File: src/pkg/a2l_defs.svh
// Purpose: Encodings shared by the full-to-lite bus converter
// Assumes: Included by bare name from design and test files
// Notes:   Definitions only
`ifndef A2L_DEFS_SVH
`define A2L_DEFS_SVH

// ----------------------------------------------------------------
// Response codes
// ----------------------------------------------------------------
`define A2L_RESP_OKAY   2'h0
`define A2L_RESP_EXOKAY 2'h1
`define A2L_RESP_SLVERR 2'h2
`define A2L_RESP_DECERR 2'h3

// ----------------------------------------------------------------
// Burst types
// ----------------------------------------------------------------
`define A2L_BURST_FIXED 2'h0
`define A2L_BURST_INCR  2'h1
`define A2L_BURST_WRAP  2'h2

// ----------------------------------------------------------------
// Conversion and protection levels
// ----------------------------------------------------------------
`define A2L_LVL_FULL_CONV   2'h0
`define A2L_LVL_SIMPLE_PROT 2'h1
`define A2L_LVL_FULL_PROT   2'h2

`endif

File: src/pkg/a2l_pkg.sv
// Purpose: Types of the full-to-lite bus converter
// Assumes: a2l_defs.svh holds the numeric encodings
// Notes:   Types only
package a2l_pkg;

  // ----------------------------------------------------------------
  // Sequencer states
  // ----------------------------------------------------------------
  typedef enum logic [3:0] {
    ST_IDLE = 4'h0,
    ST_WD   = 4'h1,
    ST_LW   = 4'h2,
    ST_LB   = 4'h3,
    ST_UB   = 4'h4,
    ST_SW   = 4'h5,
    ST_LA   = 4'h6,
    ST_LR   = 4'h7,
    ST_UR   = 4'h8
  } a2l_state_t;

  // ----------------------------------------------------------------
  // Response merger state
  // ----------------------------------------------------------------
  typedef struct packed {
    logic [1:0] rsp;
  } a2l_mrg_t;

endpackage

File: src/rtl/a2l_converter.sv
// Purpose: Converts full bus transactions into lite single transfers
// Assumes: One transaction in flight; lite slave answers in order
// Notes:   Serialises reads and writes to keep the merge logic simple
// Notes on behaviour
// - Upstream data width not below lite width
// - Bursts split into one transfer per beat
// - Later beats incremented, aligned, wrap at boundary
// - Fixed bursts reuse the start address
// - Split write burst returns one response
// - Any error in split responses is sticky
// - First error code received wins
// - Wide beats split on lite-aligned boundaries
// - Wide beat returns one combined response
// - Narrow transfers forwarded unchanged
// - Write strobes forwarded unmodified
// - Writes with no strobes still forwarded
// - Lock attribute dropped for every transaction
// - Exclusive write always reported as failed
// - Cache attribute dropped, transfers non-bufferable
// - Protection attribute forwarded unchanged
// - Last flags neither forwarded nor expected
// - Protection suppresses out-of-subset transactions with error
// - Simple level suppresses only burst/width cases
// - Full protection suppresses every non-subset transaction
// - Suppressed reads give an error per beat
// - Detection flags out-of-subset access, lets it proceed
// - Responses carry the address-phase transaction ID
// - Lite width fixed at 32 or 64
`timescale 1ns/10ps
`include "a2l_defs.svh"

module a2l_converter
  import a2l_pkg::*;
#(
  parameter int         AW     = 32,
  parameter int         IDW    = 4,
  parameter int         UDW    = 64,
  parameter int         LDW    = 32,
  parameter logic [1:0] LEVEL  = `A2L_LVL_FULL_CONV,
  parameter logic       DETECT = 1'b1
)
(
  // Clock and reset
  input  wire logic           mclk,
  input  wire logic           srst,
  // Upstream write address
  input  wire logic [IDW-1:0] s_awid,
  input  wire logic [AW-1:0]  s_awaddr,
  input  wire logic [7:0]     s_awlen,
  input  wire logic [2:0]     s_awsize,
  input  wire logic [1:0]     s_awburst,
  input  wire logic           s_awlock,
  input  wire logic [3:0]     s_awcache,
  input  wire logic [2:0]     s_awprot,
  input  wire logic           s_awvalid,
  output logic                s_awready,
  // Upstream write data and response
  input  wire logic [UDW-1:0] s_wdata,
  input  wire logic [UDW/8-1:0] s_wstrb,
  input  wire logic           s_wvalid,
  output logic                s_wready,
  output logic [IDW-1:0]      s_bid,
  output logic [1:0]          s_bresp,
  output logic                s_bvalid,
  input  wire logic           s_bready,
  // Upstream read address
  input  wire logic [IDW-1:0] s_arid,
  input  wire logic [AW-1:0]  s_araddr,
  input  wire logic [7:0]     s_arlen,
  input  wire logic [2:0]     s_arsize,
  input  wire logic [1:0]     s_arburst,
  input  wire logic           s_arlock,
  input  wire logic [3:0]     s_arcache,
  input  wire logic [2:0]     s_arprot,
  input  wire logic           s_arvalid,
  output logic                s_arready,
  // Upstream read data
  output logic [IDW-1:0]      s_rid,
  output logic [UDW-1:0]      s_rdata,
  output logic [1:0]          s_rresp,
  output logic                s_rlast,
  output logic                s_rvalid,
  input  wire logic           s_rready,
  // Lite write side
  output logic [AW-1:0]       m_awaddr,
  output logic [2:0]          m_awprot,
  output logic                m_awvalid,
  input  wire logic           m_awready,
  output logic [LDW-1:0]      m_wdata,
  output logic [LDW/8-1:0]    m_wstrb,
  output logic                m_wvalid,
  input  wire logic           m_wready,
  input  wire logic [1:0]     m_bresp,
  input  wire logic           m_bvalid,
  output logic                m_bready,
  // Lite read side
  output logic [AW-1:0]       m_araddr,
  output logic [2:0]          m_arprot,
  output logic                m_arvalid,
  input  wire logic           m_arready,
  input  wire logic [LDW-1:0] m_rdata,
  input  wire logic [1:0]     m_rresp,
  input  wire logic           m_rvalid,
  output logic                m_rready,
  // Detection status
  input  wire logic           det_clr,
  output logic                det_flag
);

  localparam int         UB  = UDW / 8;
  localparam int         LB  = LDW / 8;
  localparam logic [2:0] LSZ = 3'($clog2(LB));

  // ----------------------------------------------------------------
  // State
  // ----------------------------------------------------------------
  typedef struct packed {
    a2l_state_t     st;
    logic           tog;
    logic           awr;
    logic           arr;
    logic           wr;
    logic           bv;
    logic           rv;
    logic           rl;
    logic           mawv;
    logic           mwv;
    logic           marv;
    logic           mbr;
    logic           mrr;
    logic           sup;
    logic           det;
    logic [IDW-1:0] id;
    logic [AW-1:0]  a0;
    logic [AW-1:0]  a;
    logic [AW-1:0]  pa;
    logic [7:0]     len;
    logic [7:0]     beat;
    logic [2:0]     size;
    logic [1:0]     burst;
    logic [2:0]     prot;
    logic [UDW-1:0] wd;
    logic [UB-1:0]  ws;
    logic [LDW-1:0] lwd;
    logic [LB-1:0]  lws;
    logic [UDW-1:0] rbuf;
  } a2l_core_t;

  a2l_core_t  q;
  a2l_core_t  d;
  logic       wclr, wupd, rclr, rupd;
  logic [1:0] wrsp, rrsp;

  // ----------------------------------------------------------------
  // Address helpers
  // ----------------------------------------------------------------
  function automatic logic [AW-1:0] align(input logic [AW-1:0] ad,
                                          input logic [2:0]    sz);
    align = ad & ~((AW'(1) << sz) - AW'(1));
  endfunction

  function automatic logic [AW-1:0] nbeat(input logic [AW-1:0] ad,
                                          input logic [2:0]    sz,
                                          input logic [7:0]    ln,
                                          input logic [1:0]    bt);
    logic [AW-1:0] inc;
    logic [AW-1:0] wsz;
    inc = align(ad, sz) + (AW'(1) << sz);
    wsz = (AW'(ln) + AW'(1)) << sz;
    case (bt)
      `A2L_BURST_FIXED: nbeat = ad;
      `A2L_BURST_WRAP:  nbeat = (ad & ~(wsz - AW'(1)))
                                | (inc & (wsz - AW'(1)));
      default:          nbeat = inc;
    endcase
  endfunction

  // Bit offset of the lite lane that holds an address
  function automatic logic [AW-1:0] lsh(input logic [AW-1:0] ad);
    lsh = ((ad & AW'(UB - 1)) >> LSZ) * AW'(LDW);
  endfunction

  function automatic logic [AW-1:0] ssh(input logic [AW-1:0] ad);
    ssh = ((ad & AW'(UB - 1)) >> LSZ) * AW'(LB);
  endfunction

  // Last lite piece of the current beat
  function automatic logic lastp(input a2l_core_t s);
    lastp = (s.size <= LSZ) || (align(s.pa, LSZ) + AW'(LB)
            >= align(s.a, s.size) + (AW'(1) << s.size));
  endfunction

  // Out-of-subset check and suppression decision
  function automatic logic [1:0] classify(input logic [7:0] ln,
                                          input logic [2:0] sz,
                                          input logic       lk,
                                          input logic [3:0] ch);
    logic cplx;
    logic nc;
    cplx = (ln != 8'h00) || (sz != LSZ);
    nc   = cplx || lk || (ch != 4'h0);
    case (LEVEL)
      `A2L_LVL_SIMPLE_PROT: classify = {cplx, nc};
      `A2L_LVL_FULL_PROT:   classify = {nc, nc};
      default:              classify = {1'b0, nc};
    endcase
  endfunction

  // ----------------------------------------------------------------
  // Sequencer
  // ----------------------------------------------------------------
  always_comb
  begin
    logic [1:0] cl;
    logic       dset;
    cl   = 2'h0;
    dset = 1'b0;
    d    = q;
    wclr = 1'b0;
    wupd = 1'b0;
    wrsp = `A2L_RESP_SLVERR;
    rclr = 1'b0;
    rupd = 1'b0;
    rrsp = `A2L_RESP_SLVERR;
    case (q.st)
      ST_IDLE:
      begin
        d.tog = !q.tog;
        // Lock and cache only feed the check, never the lite side
        if (s_awvalid && q.awr)
        begin
          cl      = classify(s_awlen, s_awsize, s_awlock, s_awcache);
          dset    = cl[0];
          d.sup   = cl[1];
          d.id    = s_awid;
          d.a0    = s_awaddr;
          d.a     = s_awaddr;
          d.len   = s_awlen;
          d.size  = s_awsize;
          d.burst = s_awburst;
          d.prot  = s_awprot;
          d.beat  = 8'h00;
          wclr    = 1'b1;
          wupd    = cl[1];
          d.st    = cl[1] ? ST_SW : ST_WD;
        end
        else if (s_arvalid && q.arr)
        begin
          cl      = classify(s_arlen, s_arsize, s_arlock, s_arcache);
          dset    = cl[0];
          d.sup   = cl[1];
          d.id    = s_arid;
          d.a0    = s_araddr;
          d.a     = s_araddr;
          d.pa    = s_araddr;
          d.len   = s_arlen;
          d.size  = s_arsize;
          d.burst = s_arburst;
          d.prot  = s_arprot;
          d.beat  = 8'h00;
          d.rbuf  = '0;
          rclr    = 1'b1;
          rupd    = cl[1];
          d.rv    = cl[1];
          d.rl    = (s_arlen == 8'h00);
          d.marv  = !cl[1];
          d.st    = cl[1] ? ST_UR : ST_LA;
        end
      end
      ST_WD:
      begin
        if (s_wvalid && q.wr)
        begin
          d.wd   = s_wdata;
          d.ws   = s_wstrb;
          d.pa   = q.a;
          d.lwd  = LDW'(s_wdata >> lsh(q.a));
          d.lws  = LB'(s_wstrb >> ssh(q.a));
          d.mawv = 1'b1;
          d.mwv  = 1'b1;
          d.st   = ST_LW;
        end
      end
      ST_LW:
      begin
        if (m_awready && q.mawv)
          d.mawv = 1'b0;
        if (m_wready && q.mwv)
          d.mwv = 1'b0;
        if (!d.mawv && !d.mwv)
        begin
          d.mbr = 1'b1;
          d.st  = ST_LB;
        end
      end
      ST_LB:
      begin
        if (m_bvalid && q.mbr)
        begin
          wupd  = 1'b1;
          wrsp  = m_bresp;
          d.mbr = 1'b0;
          if (!lastp(q))
          begin
            d.pa   = align(q.pa, LSZ) + AW'(LB);
            d.lwd  = LDW'(q.wd >> lsh(d.pa));
            d.lws  = LB'(q.ws >> ssh(d.pa));
            d.mawv = 1'b1;
            d.mwv  = 1'b1;
            d.st   = ST_LW;
          end
          else if (q.beat == q.len)
          begin
            d.bv = 1'b1;
            d.st = ST_UB;
          end
          else
          begin
            d.a    = nbeat(q.a, q.size, q.len, q.burst);
            d.beat = q.beat + 8'h01;
            d.st   = ST_WD;
          end
        end
      end
      ST_SW:
      begin
        // Beats are counted, so the last flag is not needed
        if (s_wvalid && q.wr)
        begin
          d.beat = q.beat + 8'h01;
          if (q.beat == q.len)
          begin
            d.bv = 1'b1;
            d.st = ST_UB;
          end
        end
      end
      ST_UB:
      begin
        if (s_bready && q.bv)
        begin
          d.bv = 1'b0;
          d.st = ST_IDLE;
        end
      end
      ST_LA:
      begin
        if (m_arready && q.marv)
        begin
          d.marv = 1'b0;
          d.mrr  = 1'b1;
          d.st   = ST_LR;
        end
      end
      ST_LR:
      begin
        if (m_rvalid && q.mrr)
        begin
          d.mrr  = 1'b0;
          rupd   = 1'b1;
          rrsp   = m_rresp;
          d.rbuf = (q.rbuf & ~(UDW'({LDW{1'b1}}) << lsh(q.pa)))
                   | (UDW'(m_rdata) << lsh(q.pa));
          if (!lastp(q))
          begin
            d.pa   = align(q.pa, LSZ) + AW'(LB);
            d.marv = 1'b1;
            d.st   = ST_LA;
          end
          else
          begin
            d.rv = 1'b1;
            d.rl = (q.beat == q.len);
            d.st = ST_UR;
          end
        end
      end
      ST_UR:
      begin
        if (s_rready && q.rv)
        begin
          d.rv = 1'b0;
          if (q.beat == q.len)
            d.st = ST_IDLE;
          else
          begin
            d.beat = q.beat + 8'h01;
            d.rbuf = '0;
            rclr   = 1'b1;
            rupd   = q.sup;
            d.rv   = q.sup;
            d.rl   = (q.beat + 8'h01 == q.len);
            d.a    = nbeat(q.a, q.size, q.len, q.burst);
            d.pa   = d.a;
            d.marv = !q.sup;
            d.st   = q.sup ? ST_UR : ST_LA;
          end
        end
      end
      default: d.st = ST_IDLE;
    endcase
    // Ready alternates so one address is taken per cycle
    d.awr = (d.st == ST_IDLE) && !d.tog;
    d.arr = (d.st == ST_IDLE) && d.tog;
    d.wr  = (d.st == ST_WD) || (d.st == ST_SW);
    d.det = (DETECT && dset) || (q.det && !det_clr);
  end

  always_ff @(posedge mclk)
  begin
    if (srst)
      q <= '0;
    else
      q <= d;
  end

  // ----------------------------------------------------------------
  // Response mergers
  // ----------------------------------------------------------------
  a2l_resp_merge u_wmerge (
    .mclk   (mclk),
    .srst   (srst),
    .clr    (wclr),
    .upd    (wupd),
    .rsp    (wrsp),
    .merged (s_bresp)
  );

  a2l_resp_merge u_rmerge (
    .mclk   (mclk),
    .srst   (srst),
    .clr    (rclr),
    .upd    (rupd),
    .rsp    (rrsp),
    .merged (s_rresp)
  );

  // ----------------------------------------------------------------
  // Outputs
  // ----------------------------------------------------------------
  assign s_awready = q.awr;
  assign s_arready = q.arr;
  assign s_wready  = q.wr;
  assign s_bvalid  = q.bv;
  assign s_bid     = q.id;
  assign s_rid     = q.id;
  assign s_rdata   = q.rbuf;
  assign s_rlast   = q.rl;
  assign s_rvalid  = q.rv;
  assign m_awaddr  = q.pa;
  assign m_araddr  = q.pa;
  assign m_awprot  = q.prot;
  assign m_arprot  = q.prot;
  assign m_awvalid = q.mawv;
  assign m_wvalid  = q.mwv;
  assign m_wdata   = q.lwd;
  assign m_wstrb   = q.lws;
  assign m_bready  = q.mbr;
  assign m_arvalid = q.marv;
  assign m_rready  = q.mrr;
  assign det_flag  = q.det;

  // ----------------------------------------------------------------
  // Checks
  // ----------------------------------------------------------------
  logic err_seen_q;
  always_ff @(posedge mclk)
  begin
    if (srst || q.st == ST_IDLE)
      err_seen_q <= 1'b0;
    else if (m_bvalid && q.mbr && m_bresp[1])
      err_seen_q <= 1'b1;
  end
endmodule // a2l_converter

File: src/rtl/a2l_resp_merge.sv
// Purpose: Merges split responses into one combined response
// Assumes: clr and upd are same-clock strobes
// Notes:   clr and upd in one cycle load rsp onto a clean slate
`timescale 1ns/10ps
`include "a2l_defs.svh"

module a2l_resp_merge
  import a2l_pkg::*;
(
  // Clock and reset
  input  wire logic       mclk,
  input  wire logic       srst,
  // Control
  input  wire logic       clr,
  input  wire logic       upd,
  input  wire logic [1:0] rsp,
  // Result
  output logic      [1:0] merged
);

  a2l_mrg_t   q;
  a2l_mrg_t   d;
  logic [1:0] base;

  always_comb
  begin
    d    = q;
    base = clr ? `A2L_RESP_OKAY : q.rsp;
    d.rsp = base;
    if (upd && !base[1])
    begin
      // Once an error is held, later codes are ignored
      d.rsp = rsp[1] ? rsp : `A2L_RESP_OKAY;
    end
  end

  always_ff @(posedge mclk)
  begin
    if (srst)
      q <= '0;
    else
      q <= d;
  end

  assign merged = q.rsp;
endmodule // a2l_resp_merge

File: config.mk
export PLATFORM = sky130hd
export DESIGN_NAME = a2l_converter
export DESIGN_NICKNAME = d
export VERILOG_FILES = /design/src/pkg/a2l_pkg.sv /design/src/rtl/a2l_converter.sv /design/src/rtl/a2l_resp_merge.sv
export VERILOG_INCLUDE_DIRS = /design/src /design/src/pkg
export SDC_FILE = /design/constraint.sdc
export NUM_CORES = 1
export LEC_CHECK = 0
export BUFFER_PORTS_ARGS = -buffer_cell sky130_fd_sc_hd__buf_2
export CAP_MARGIN = 20
export CORE_ASPECT_RATIO = 0.5
export CORE_UTILIZATION = 35
export CTS_CLUSTER_SIZE = 10
export DETAILED_ROUTE_END_ITERATION = 16
export MAX_ROUTING_LAYER = met4
export PLACE_DENSITY = 0.52
export SYNTH_ARGS = -nofsm -noshare
export SYNTH_HDL_FRONTEND = slang
export SYNTH_SLANG_ARGS = --single-unit
File: constraint.sdc
create_clock -name mclk -period 15.9 [get_ports mclk]
set_input_delay 0.795 -clock mclk [delete_from_list [all_inputs] [get_ports mclk]]
set_output_delay 0.795 -clock mclk [all_outputs]
set_load 0.01 [all_outputs]
==> results.md, run 1 <==
- Int Power: 2000 µW
- Setup CP Type: reg2reg
- Asr flop ratio synth: 0%
- Largest net degree at the start of global routing: 101
- Unrepaired setup endpoints after global routing: false
- Startpoint Class: register
- Post-Syn Area: 18900 µm²
- Max incr delay on CP: 0.90 ns
- Max_slew headroom: 29.4%
- Synthesis warning total: 0
- Chip width: 331 µm
- Initial Utilization: 35.9%
- Inserted Clock Buffers: 35
- Logic pwr share: 52.6%
- Die footprint: 55000 µm²
- Pwr/cell area: 185 nW/µm²
- Post-CTS Setup Bufs: 0
- XOR/XNOR Fraction of Synth Area: 4.26%
- CP startpoint: q[178]
- Worst hold-check path type: reg2reg
- Clock buffer depth: 3
- Area growth syn-to-layout: 11.1%
- Row Count: 59
- Final Hold Vio Count: 0
- Sw Share: 48.4%
- Post-synthesis sequential area ratio: 30.2%
- Compound-gate portion of the synthesized area: 23.2%
- Post-synth EDFFs: 0
- Post-Route Setup TNS: 0 ns
- CP dominant cell by count: nor2_1
- NetSw: 1880 µW
- Sequential share of power: 28.0%
- Syn Area/Cell: 7.44 µm²
- Drt drc: 0
- Cells after synthesis: 2543
- Placed insts: 3334
- CP required: 16.31 ns
- Dpl ws: 8.76 ns
- Initial antenna violation count: 3
- Fillers: 5644
- Routed wire length: 68100 µm
- F_max: 0.135 GHz
- Max-Cap Viols: 0
- First drt pass iteration count: 9
- Starting DRT DRC Count: 1712
- Worst vdd ir: 113 µV
- Clock Skew: 0.0145 ns
- Max-slew violations: 0
- R2R cell count: 22
- Largest family of logic cells by synthesized area: simple AND/OR/NAND/NOR gates
- Outcome: completed
- Largest area contributor in the netlist: dfxtp_1
- Layout cell share with drive strength beyond 1: 20.8%
- Register Area: 5710 µm²
- Hold Path Depth: 2
- Vias in the first global route: 17.3k
- Synth area leaders: dfxtp_1 (30%), nand2_1 (10%), buf_4 (7.2%)
- Final WS setup: 8.51 ns
- Root Driver: clkbuf_16
- Yosys reg bits: 285
- Wire per inst: 20.1 µm
- Clock share of power: 19.4%
- Area of the multi-input gates: 10900 µm²
- Cell Chain, Critical Path: buf_4, nor2_1, and3_1, ha_1, o21bai_1, nor3b_1, nor2_1, nor2b_1, nand2_1, or3_1, nand2b_1, inv_1, ha_1, and4_1, nand3_1, a2111oi_0, o31ai_2, nand2_1, a31o_2, o31ai_1, a222oi_1, nor2_1
- Post-synthesis mux area share: 2.44%
- Slowest cell on crit path: a2111oi_0
- First-pass GRT wire length: 103000 µm
- Register-to-Register Setup Slack: 8.51 ns
- CTS resizes: 0
- Min Tclk post-route: 7.39 ns
- Yosys top cell area share: 30.2%
- CTS sink count: 285
- Simple-Gate Fraction of Synth Area: 24.7%
- TritonCTS clock tree: yes
- Nets@finish: 2943
- Final setup viols: 0
- Reg-to-Reg Start: q[178]
- Adder-Cell Fraction of Synth Area: 2.51%
- All-Layer GR Usage: 24.5%
- Post-CTS Hold Buffers: 0
- Most common cell after layout, fill and taps aside: nand2_1
- Final Util: 39.9%
- RePlAce Congestion: 1.00
- DR vias: 18.6k
- Worst-Margin Slew: 1.05 ns
- Gr ovfl total: 0
- Hpwl dp: 47400 µm
- Clk Latency, worst-skew pair: 0.55 ns
- Crit-path max FO: 41
- H-tree depth: 2
- Hold Startpoint: q[110]
- Element type at the critical path end: register
- Syn Nets: 2816
- Core ar.: 52600 µm²
- DR vias/cell: 5.48
- Fin crit share: 46.5%
- IO Port Bufs: 428
- Arr. time, crit path: 7.80 ns
- Detail Route Antenna Nets: 0
- Distinct cells, synth: 100
- Fin cells: 3383
- Ys flop type: dfxtp_1
- Commonest cells after routing, fill and taps aside: nand2_1 (510), buf_2 (427), dfxtp_1 (283)
- Die height: 166 µm
- LEAKAGE: 0.00839 µW
- Clk pin slew, worst setup/hold paths: 0.06 ns
- Ports: 429
[path summary, 6_finish.rpt]
check / end
setup reg to reg: q[252]
setup / recovery: q[252]
hold reg to reg: q[110]
hold / removal: q[110]
[kinds of logic (layout without fill, tap and decap cells)]
logic type / count (synthesis) / count (layout)
XOR/XNOR: 92 / 92
multiplexers: 46 / 46
other: 0 / 4
buffers and inverters: 406 / 541
adder cells (fa/ha/maj): 38 / 38
AND/OR/NAND/NOR: 1022 / 1022
AO/OA/AOI/OAI: 654 / 654
flip-flops: 285 / 285
[through the flow]
stage,total power (µW),area (µm²),hold slack (ns)
floorplan,2590,18900,0.432
global placement,3120,20000,0.438
detailed placement,3120,20000,0.443
CTS,3880,21000,0.450
global route,4160,21000,0.463
finish,3880,21000,0.448
[final cells by class]
type	instances	share of cell area [%]
multi-input cells	1852	51.8
flip-flops and latches	285	27.2
repair buffers	465	11.5
clock buffers	39	4.29
well taps	701	4.17
inverters	31	0.554
clock inverters	6	0.441
diodes	4	0.0476
[cells in the mapped netlist, types with 10 or more instances]
| library cell | n |
|---|---|
| a211oi_1 | 88 |
| xnor2_1 | 61 |
| a21o_1 | 20 |
| dfxtp_1 | 285 |
| o21ai_0 | 62 |
| buf_6 | 10 |
| nand3_1 | 63 |
| a311oi_1 | 32 |
| o211ai_1 | 16 |
| nor3_1 | 49 |
| nand2b_1 | 15 |
| and3_1 | 27 |
| a222oi_1 | 22 |
| clkbuf_1 | 154 |
| buf_4 | 182 |
| clkbuf_8 | 13 |
| nand4_1 | 22 |
| nand3b_1 | 11 |
| ha_1 | 38 |
| and2_1 | 48 |
| nor4_1 | 27 |
| nor2_1 | 176 |
| a31oi_1 | 17 |
| nand2_1 | 513 |
| a21oi_1 | 265 |
| xor2_1 | 31 |
| a221oi_1 | 11 |
| nor2b_1 | 14 |
| mux2i_1 | 45 |
| inv_1 | 30 |
[sequential cells by signal, indices dropped and copies added, names as in the netlist]
signal,flops
m_rready,1
u_wmerge.merged,2
s_arready,1
m_arvalid,1
s_awready,1
m_bready,1
s_bvalid,1
m_arprot,3
s_rvalid,1
s_rlast,1
m_wdata,32
s_bid,4
m_wvalid,1
s_wready,1
m_wstrb,4
m_awvalid,1
det_flag,1
m_araddr,32
u_rmerge.merged,2
s_rdata,64
q,130
[worst max-delay path, delay by kind of cell (launching register included)]
| kind | cells | cell delay, ns |
|---|---|---|
| flip-flops | 1 | 0.46 |
| buffers and inverters | 2 | 0.40 |
| adder cells (fa/ha/maj) | 2 | 0.52 |
| AND/OR/NAND/NOR | 12 | 3.32 |
| AO/OA/AOI/OAI | 6 | 2.55 |
[per-layer routing]
layer / vias to the layer above / share of wire (%) / global-route usage, % / wire length [µm]
li1: 9080 / - / - / -
met3: 95 / 6.4 / 4.23 / 4330
met2: 627 / 46 / 38.9 / 31400
met4: 0 / 2.4 / 6.13 / 1620
met5: - / 0 / - / 0
met1: 8752 / 45 / 32.0 / 30700
[power by group through the flow]
stage | Clock [µW] | Combinational [µW] | Sequential, µW
global placement | 0 | 2020 | 1090
finish | 752 | 2040 | 1090
floorplan | 0 | 1620 | 975
global route | 807 | 2240 | 1110
CTS | 776 | 2020 | 1080
detailed placement | 0 | 2020 | 1100
(Power assumes the default switching activity.)
==> run 2, diff against run 1 <==
PLACE_DENSITY = 0.54   (was 0.52)
clock period = 6.1 ns   (was 15.9 ns; I/O delays follow)
==> run 2 against run 1 <==
  * Combinational power rose to 2.8 times the previous value
  * Maximum frequency grew 30%
  * First-iteration DRC count down 5.3%
  * Non-clock buffer count is 97 higher
  * Total power grew to 2.7 times the previous value
  * Clock-buffer cell count increased by 3
  * Worst setup slack lost 8.1 ns
==> results.md, run 2 (synthesis results as in run 1) <==
- Outcome: completed
- Max-Cap Viols: 0
- Routed wire length: 67500 µm
- Detail Route Antenna Nets: 0
- Final setup viols: 0
- Hold WS: 0.0206 ns
- CP required: 6.57 ns
- Fin cells: 3478
- DR vias/cell: 5.49
- Commonest cells after routing, fill and taps aside: nand2_1 (510), buf_2 (428), dfxtp_1 (284)
- First drt pass iteration count: 7
- Post-Route Setup TNS: 0 ns
- Chip width: 331 µm
- Final Hold Vio Count: 0
- Max-slew violations: 0
- Element type at the critical path end: register
- Clk Latency, worst-skew pair: 0.55 ns
- Area growth syn-to-layout: 15.9%
- Placed insts: 3370
- Starting DRT DRC Count: 1622
- F_max: 0.175 GHz
- Layout cell share with drive strength beyond 1: 21.5%
- All-Layer GR Usage: 24.1%
- IO Port Bufs: 428
- First-pass GRT wire length: 103000 µm
- Row Count: 59
- Most common cell after layout, fill and taps aside: nand2_1
- Core ar.: 52600 µm²
- CTS sink count: 285
- Die footprint: 55000 µm²
- Startpoint Class: register
- Die height: 166 µm
- Worst hold-check path type: in2reg
- Setup CP Type: reg2reg
- Max_slew headroom: 35.7%
- Pwr/cell area: 473 nW/µm²
- Inserted Clock Buffers: 35
- Nets@finish: 3040
- Crit-path max FO: 16
- Largest net degree at the start of global routing: 89
- Initial Utilization: 35.9%
- Gr ovfl total: 0
- Total power: 10400 µW
- Vias in the first global route: 17.9k
- Initial antenna violation count: 0
- Worst-Margin Slew: 0.962 ns
- Max FFs per register: 130
- LEAKAGE: 0.00884 µW
- Clock buffer depth: 3
- Unrepaired setup endpoints after global routing: false
- Root Driver: clkbuf_16
- Worst vdd ir: 410 µV
- H-tree depth: 2
- Wire per inst: 19.4 µm
- Biggest register: q
- Clk pin slew, worst setup/hold paths: 0.06 ns
- TritonCTS clock tree: yes
- DR vias: 19.1k
- Fin crit share: 93.5%
- Clock Skew: 0.0202 ns
- Arr. time, crit path: 6.18 ns
- RePlAce Congestion: 1.02
- Drt drc: 0
- Min Tclk post-route: 5.70 ns
- Hpwl dp: 46900 µm
- Ports: 429
## run 2: cell types whose count changed in the layout (fill, tap and decap cells not counted), sizes merged
cell,before,now
clkbuf,39,42
dlygate4sd3,0,57
clkinv,5,3
diode,4,1
buf,465,505
## run 2: final timing paths
kind | start | to | slack, ns | cells past startpoint
hold / removal | s_wstrb[2] | q[102] | 0.02 | 3
setup / recovery | q[178] | q[251] | 0.40 | 21
hold reg to reg | q[139] | q[139] | 0.45 | 2
setup reg to reg | q[178] | q[251] | 0.40 | 21
## run 2: timing repair
item	in CTS	in global routing
resized for setup	0	1
buffers inserted	0	3
endpoints found under the setup margin	0	56
hold endpoints to repair	63	0
hold buffers	57	0
## run 2: critical path, cell delays in order, from the launching register on
cell and delay [ns]:
dfxtp_1 0.44, buf_4 0.25, o21ai_1 0.11, a2111oi_0 0.43
buf_4 0.19, o2111ai_1 0.21, a21o_1 0.40, nor4_1 0.58
xnor2_1 0.14, ha_1 0.33, and4_1 0.25, nand3_1 0.13
a2111oi_0 0.48, buf_4 0.22, o31ai_2 0.10, nand2_1 0.17
a31oi_4 0.11, buf_12 0.17, buf_12 0.12, nor3_2 0.47
a22oi_1 0.18, a21oi_1 0.16
## run 2: layout make-up
cell class	count	area, µm²
repair buffers	562	3330
inverters	31	116
multi-input cells	1852	10900
fillers	5477	30700
flip-flops and latches	285	5710
clock inverters	4	60.1
diodes	1	2.50
clock buffers	42	943
well taps	701	877
## run 2: through the flow
stage	cell area, µm²	util, %	setup slack (ns)
floorplan	18900	-	0.178
global placement	20300	38.5	0.486
detailed placement	20300	38.5	0.361
CTS	21900	41.5	0.325
global route	21900	41.6	0.0466
finish	21900	41.6	0.397
## run 2: where the power goes
group	switching (µW)	internal [µW]
clock network	845	1130
registers	496	2270
logic	3550	2090
total	4900	5480
## run 2: per-layer routing
layer	vias up	global-route usage, %	wire, µm
li1	9271	-	-
met1	9099	31.0	30000
met2	608	39.2	31800
met3	99	3.23	3760
met4	0	7.47	1900
met5	-	-	0
==> run 3, diff against run 2 <==
PLACE_DENSITY = 0.6   (was 0.54)
TNS_END_PERCENT = 1   (was unset)
==> run 3 against run 2 <==
  * Total power barely moved
  * Non-clock buffer count rose by 30
  * Clock skew rose by 0.0067 ns
  * Final area rose by 1.4%
  * Via count rose by 1.2%
  * Final cell count rose by 0.86%
  * Die area did not move
  * Wire length rose by 2.7%
  * Critical path depth rose by 4
  * Register-to-register slack improved by 0.07 ns
  * Combinational power barely moved
  * Flip-flop and latch count did not move
  * Largest cell class unchanged
  * Largest power group unchanged
==> results.md, run 3 (synthesis results as in run 1) <==
- CTS sink count: 285
- Initial Utilization: 35.9%
- Fin crit share: 92.4%
- Starting DRT DRC Count: 1623
- Dpl ws: 0.284 ns
- Max-Cap Viols: 0
- Unrepaired setup endpoints after global routing: false
- Final setup viols: 0
- Max FFs per register: 130
- Max incr delay on CP: 0.50 ns
- Outcome: completed
- First drt pass iteration count: 7
- Slowest cell on crit path: a2111oi_2
- IO Port Bufs: 428
- Vias in the first global route: 18.2k
- Most common cell after layout, fill and taps aside: nand2_1
- Worst vdd ir: 352 µV
- Worst-Margin Slew: 1.22 ns
- F_max: 0.177 GHz
- CP dominant cell by count: buf_4
- Finished Cell Area: 22200 µm²
- Post-Route Setup TNS: 0 ns
- Chip width: 331 µm
- Clock Skew: 0.0269 ns
- Gr ovfl total: 0
- Hold Startpoint: m_rdata[17]
- R2R cell count: 25
- Worst hold-check path type: in2reg
- Drt drc: 0
- Wire per inst: 19.8 µm
- DR vias: 19.3k
- Inserted Clock Buffers: 35
- Nets@finish: 3070
- Detail Route Antenna Nets: 0
- Post-CTS Setup Bufs: 0
- Crit-path max FO: 14
- Pwr/cell area: 467 nW/µm²
- Setup CP Type: reg2reg
- Element type at the critical path end: register
- Fillers: 5464
- CP required: 6.51 ns
- Routed wire length: 69300 µm
- Final WS setup: 0.464 ns
- LEAKAGE: 0.00897 µW
- TritonCTS clock tree: yes
- Biggest register: q
- Final Util: 42.2%
- Arr. time, crit path: 6.05 ns
- Initial antenna violation count: 2
- Hold Path Depth: 3
- Core ar.: 52600 µm²
- Final Hold Vio Count: 0
- Area growth syn-to-layout: 17.4%
- First-pass GRT wire length: 106000 µm
- Max-slew violations: 0
- Hold WS: 0.0215 ns
- Hpwl dp: 48500 µm
- H-tree depth: 2
- Die height: 166 µm
- Clk Latency, worst-skew pair: 0.56 ns
- Clock buffer depth: 3
- Die footprint: 55000 µm²
- Reg-to-Reg Start: q[178]
- Max_slew headroom: 17.6%
- Row Count: 59
- DR vias/cell: 5.50
- Placement Cell Area: 20300 µm²
- Clk pin slew, worst setup/hold paths: 0.06 ns
- Root Driver: clkbuf_16
- Layout cell share with drive strength beyond 1: 21.5%
- Startpoint Class: register
- Min Tclk post-route: 5.64 ns
- CP startpoint: q[178]
- All-Layer GR Usage: 25.0%
- Ports: 429
- RePlAce Congestion: 0.974
- Largest net degree at the start of global routing: 103
- Commonest cells after routing, fill and taps aside: nand2_1 (510), buf_2 (428), dfxtp_1 (281)
==> run 3: cell types whose count changed in the layout (fill, tap and decap cells not counted), sizes merged <==
cell,delta
diode,+1
clkbuf,-3
clkinv,+2
dlygate4sd3,+26
buf,+4
==> run 3: metal layers <==
layer | wire (µm) | GRT usage, %
met4 | 2050 | 8.29
met2 | 32600 | 40.3
met1 | 30800 | 31.7
met3 | 3820 | 3.57
met5 | 0 | -
==> run 3: critical path: cells and delay by family (launching register included) <==
kind	cells	cell delay (ns)
buffers and inverters	6	1.12
XOR/XNOR	1	0.16
AO/OA/AOI/OAI	6	1.48
AND/OR/NAND/NOR	10	1.78
adder cells (fa/ha/maj)	2	0.56
flip-flops	1	0.42
==> run 3: final cells by class <==
class / instances / area, µm² / area share, %
Clock inverter: 6 / 92.6 / 0.417
Inverter: 31 / 116 / 0.524
Clock buffer: 39 / 901 / 4.05
Timing Repair Buffer: 592 / 3640 / 16.4
Tap cell: 701 / 877 / 3.95
Antenna cell: 2 / 5.00 / 0.0225
Multi-Input combinational cell: 1852 / 10900 / 48.9
Sequential cell: 285 / 5710 / 25.7
==> run 3: per-stage QoR <==
step / instances / power (µW)
4_1_cts: 3504 / 10300
3_3_place_gp: 3376 / 8220
2_1_floorplan: 2543 / 6750
6_report: 3508 / 10400
3_5_place_dp: 3376 / 8240
5_1_grt: 3508 / 11100
==> run 3: where the power goes <==
part           switching (µW)  internal, µW
Clock                     859          1090
Sequential                535          2270
Combinational            3550          2060
==> run 3: path summary, 6_finish.rpt <==
check,to,slack [ns]
min,s_rdata[17],0.02
max reg2reg,q[256],0.46
max,q[256],0.46
min reg2reg,q[125],0.45
==> run 3: timing repair <==
action | CTS | global route
endpoints found under the hold margin | 95 | 0
gates resized for setup | 0 | 5
hold buffers | 83 | 0
setup endpoints to repair | 0 | 73
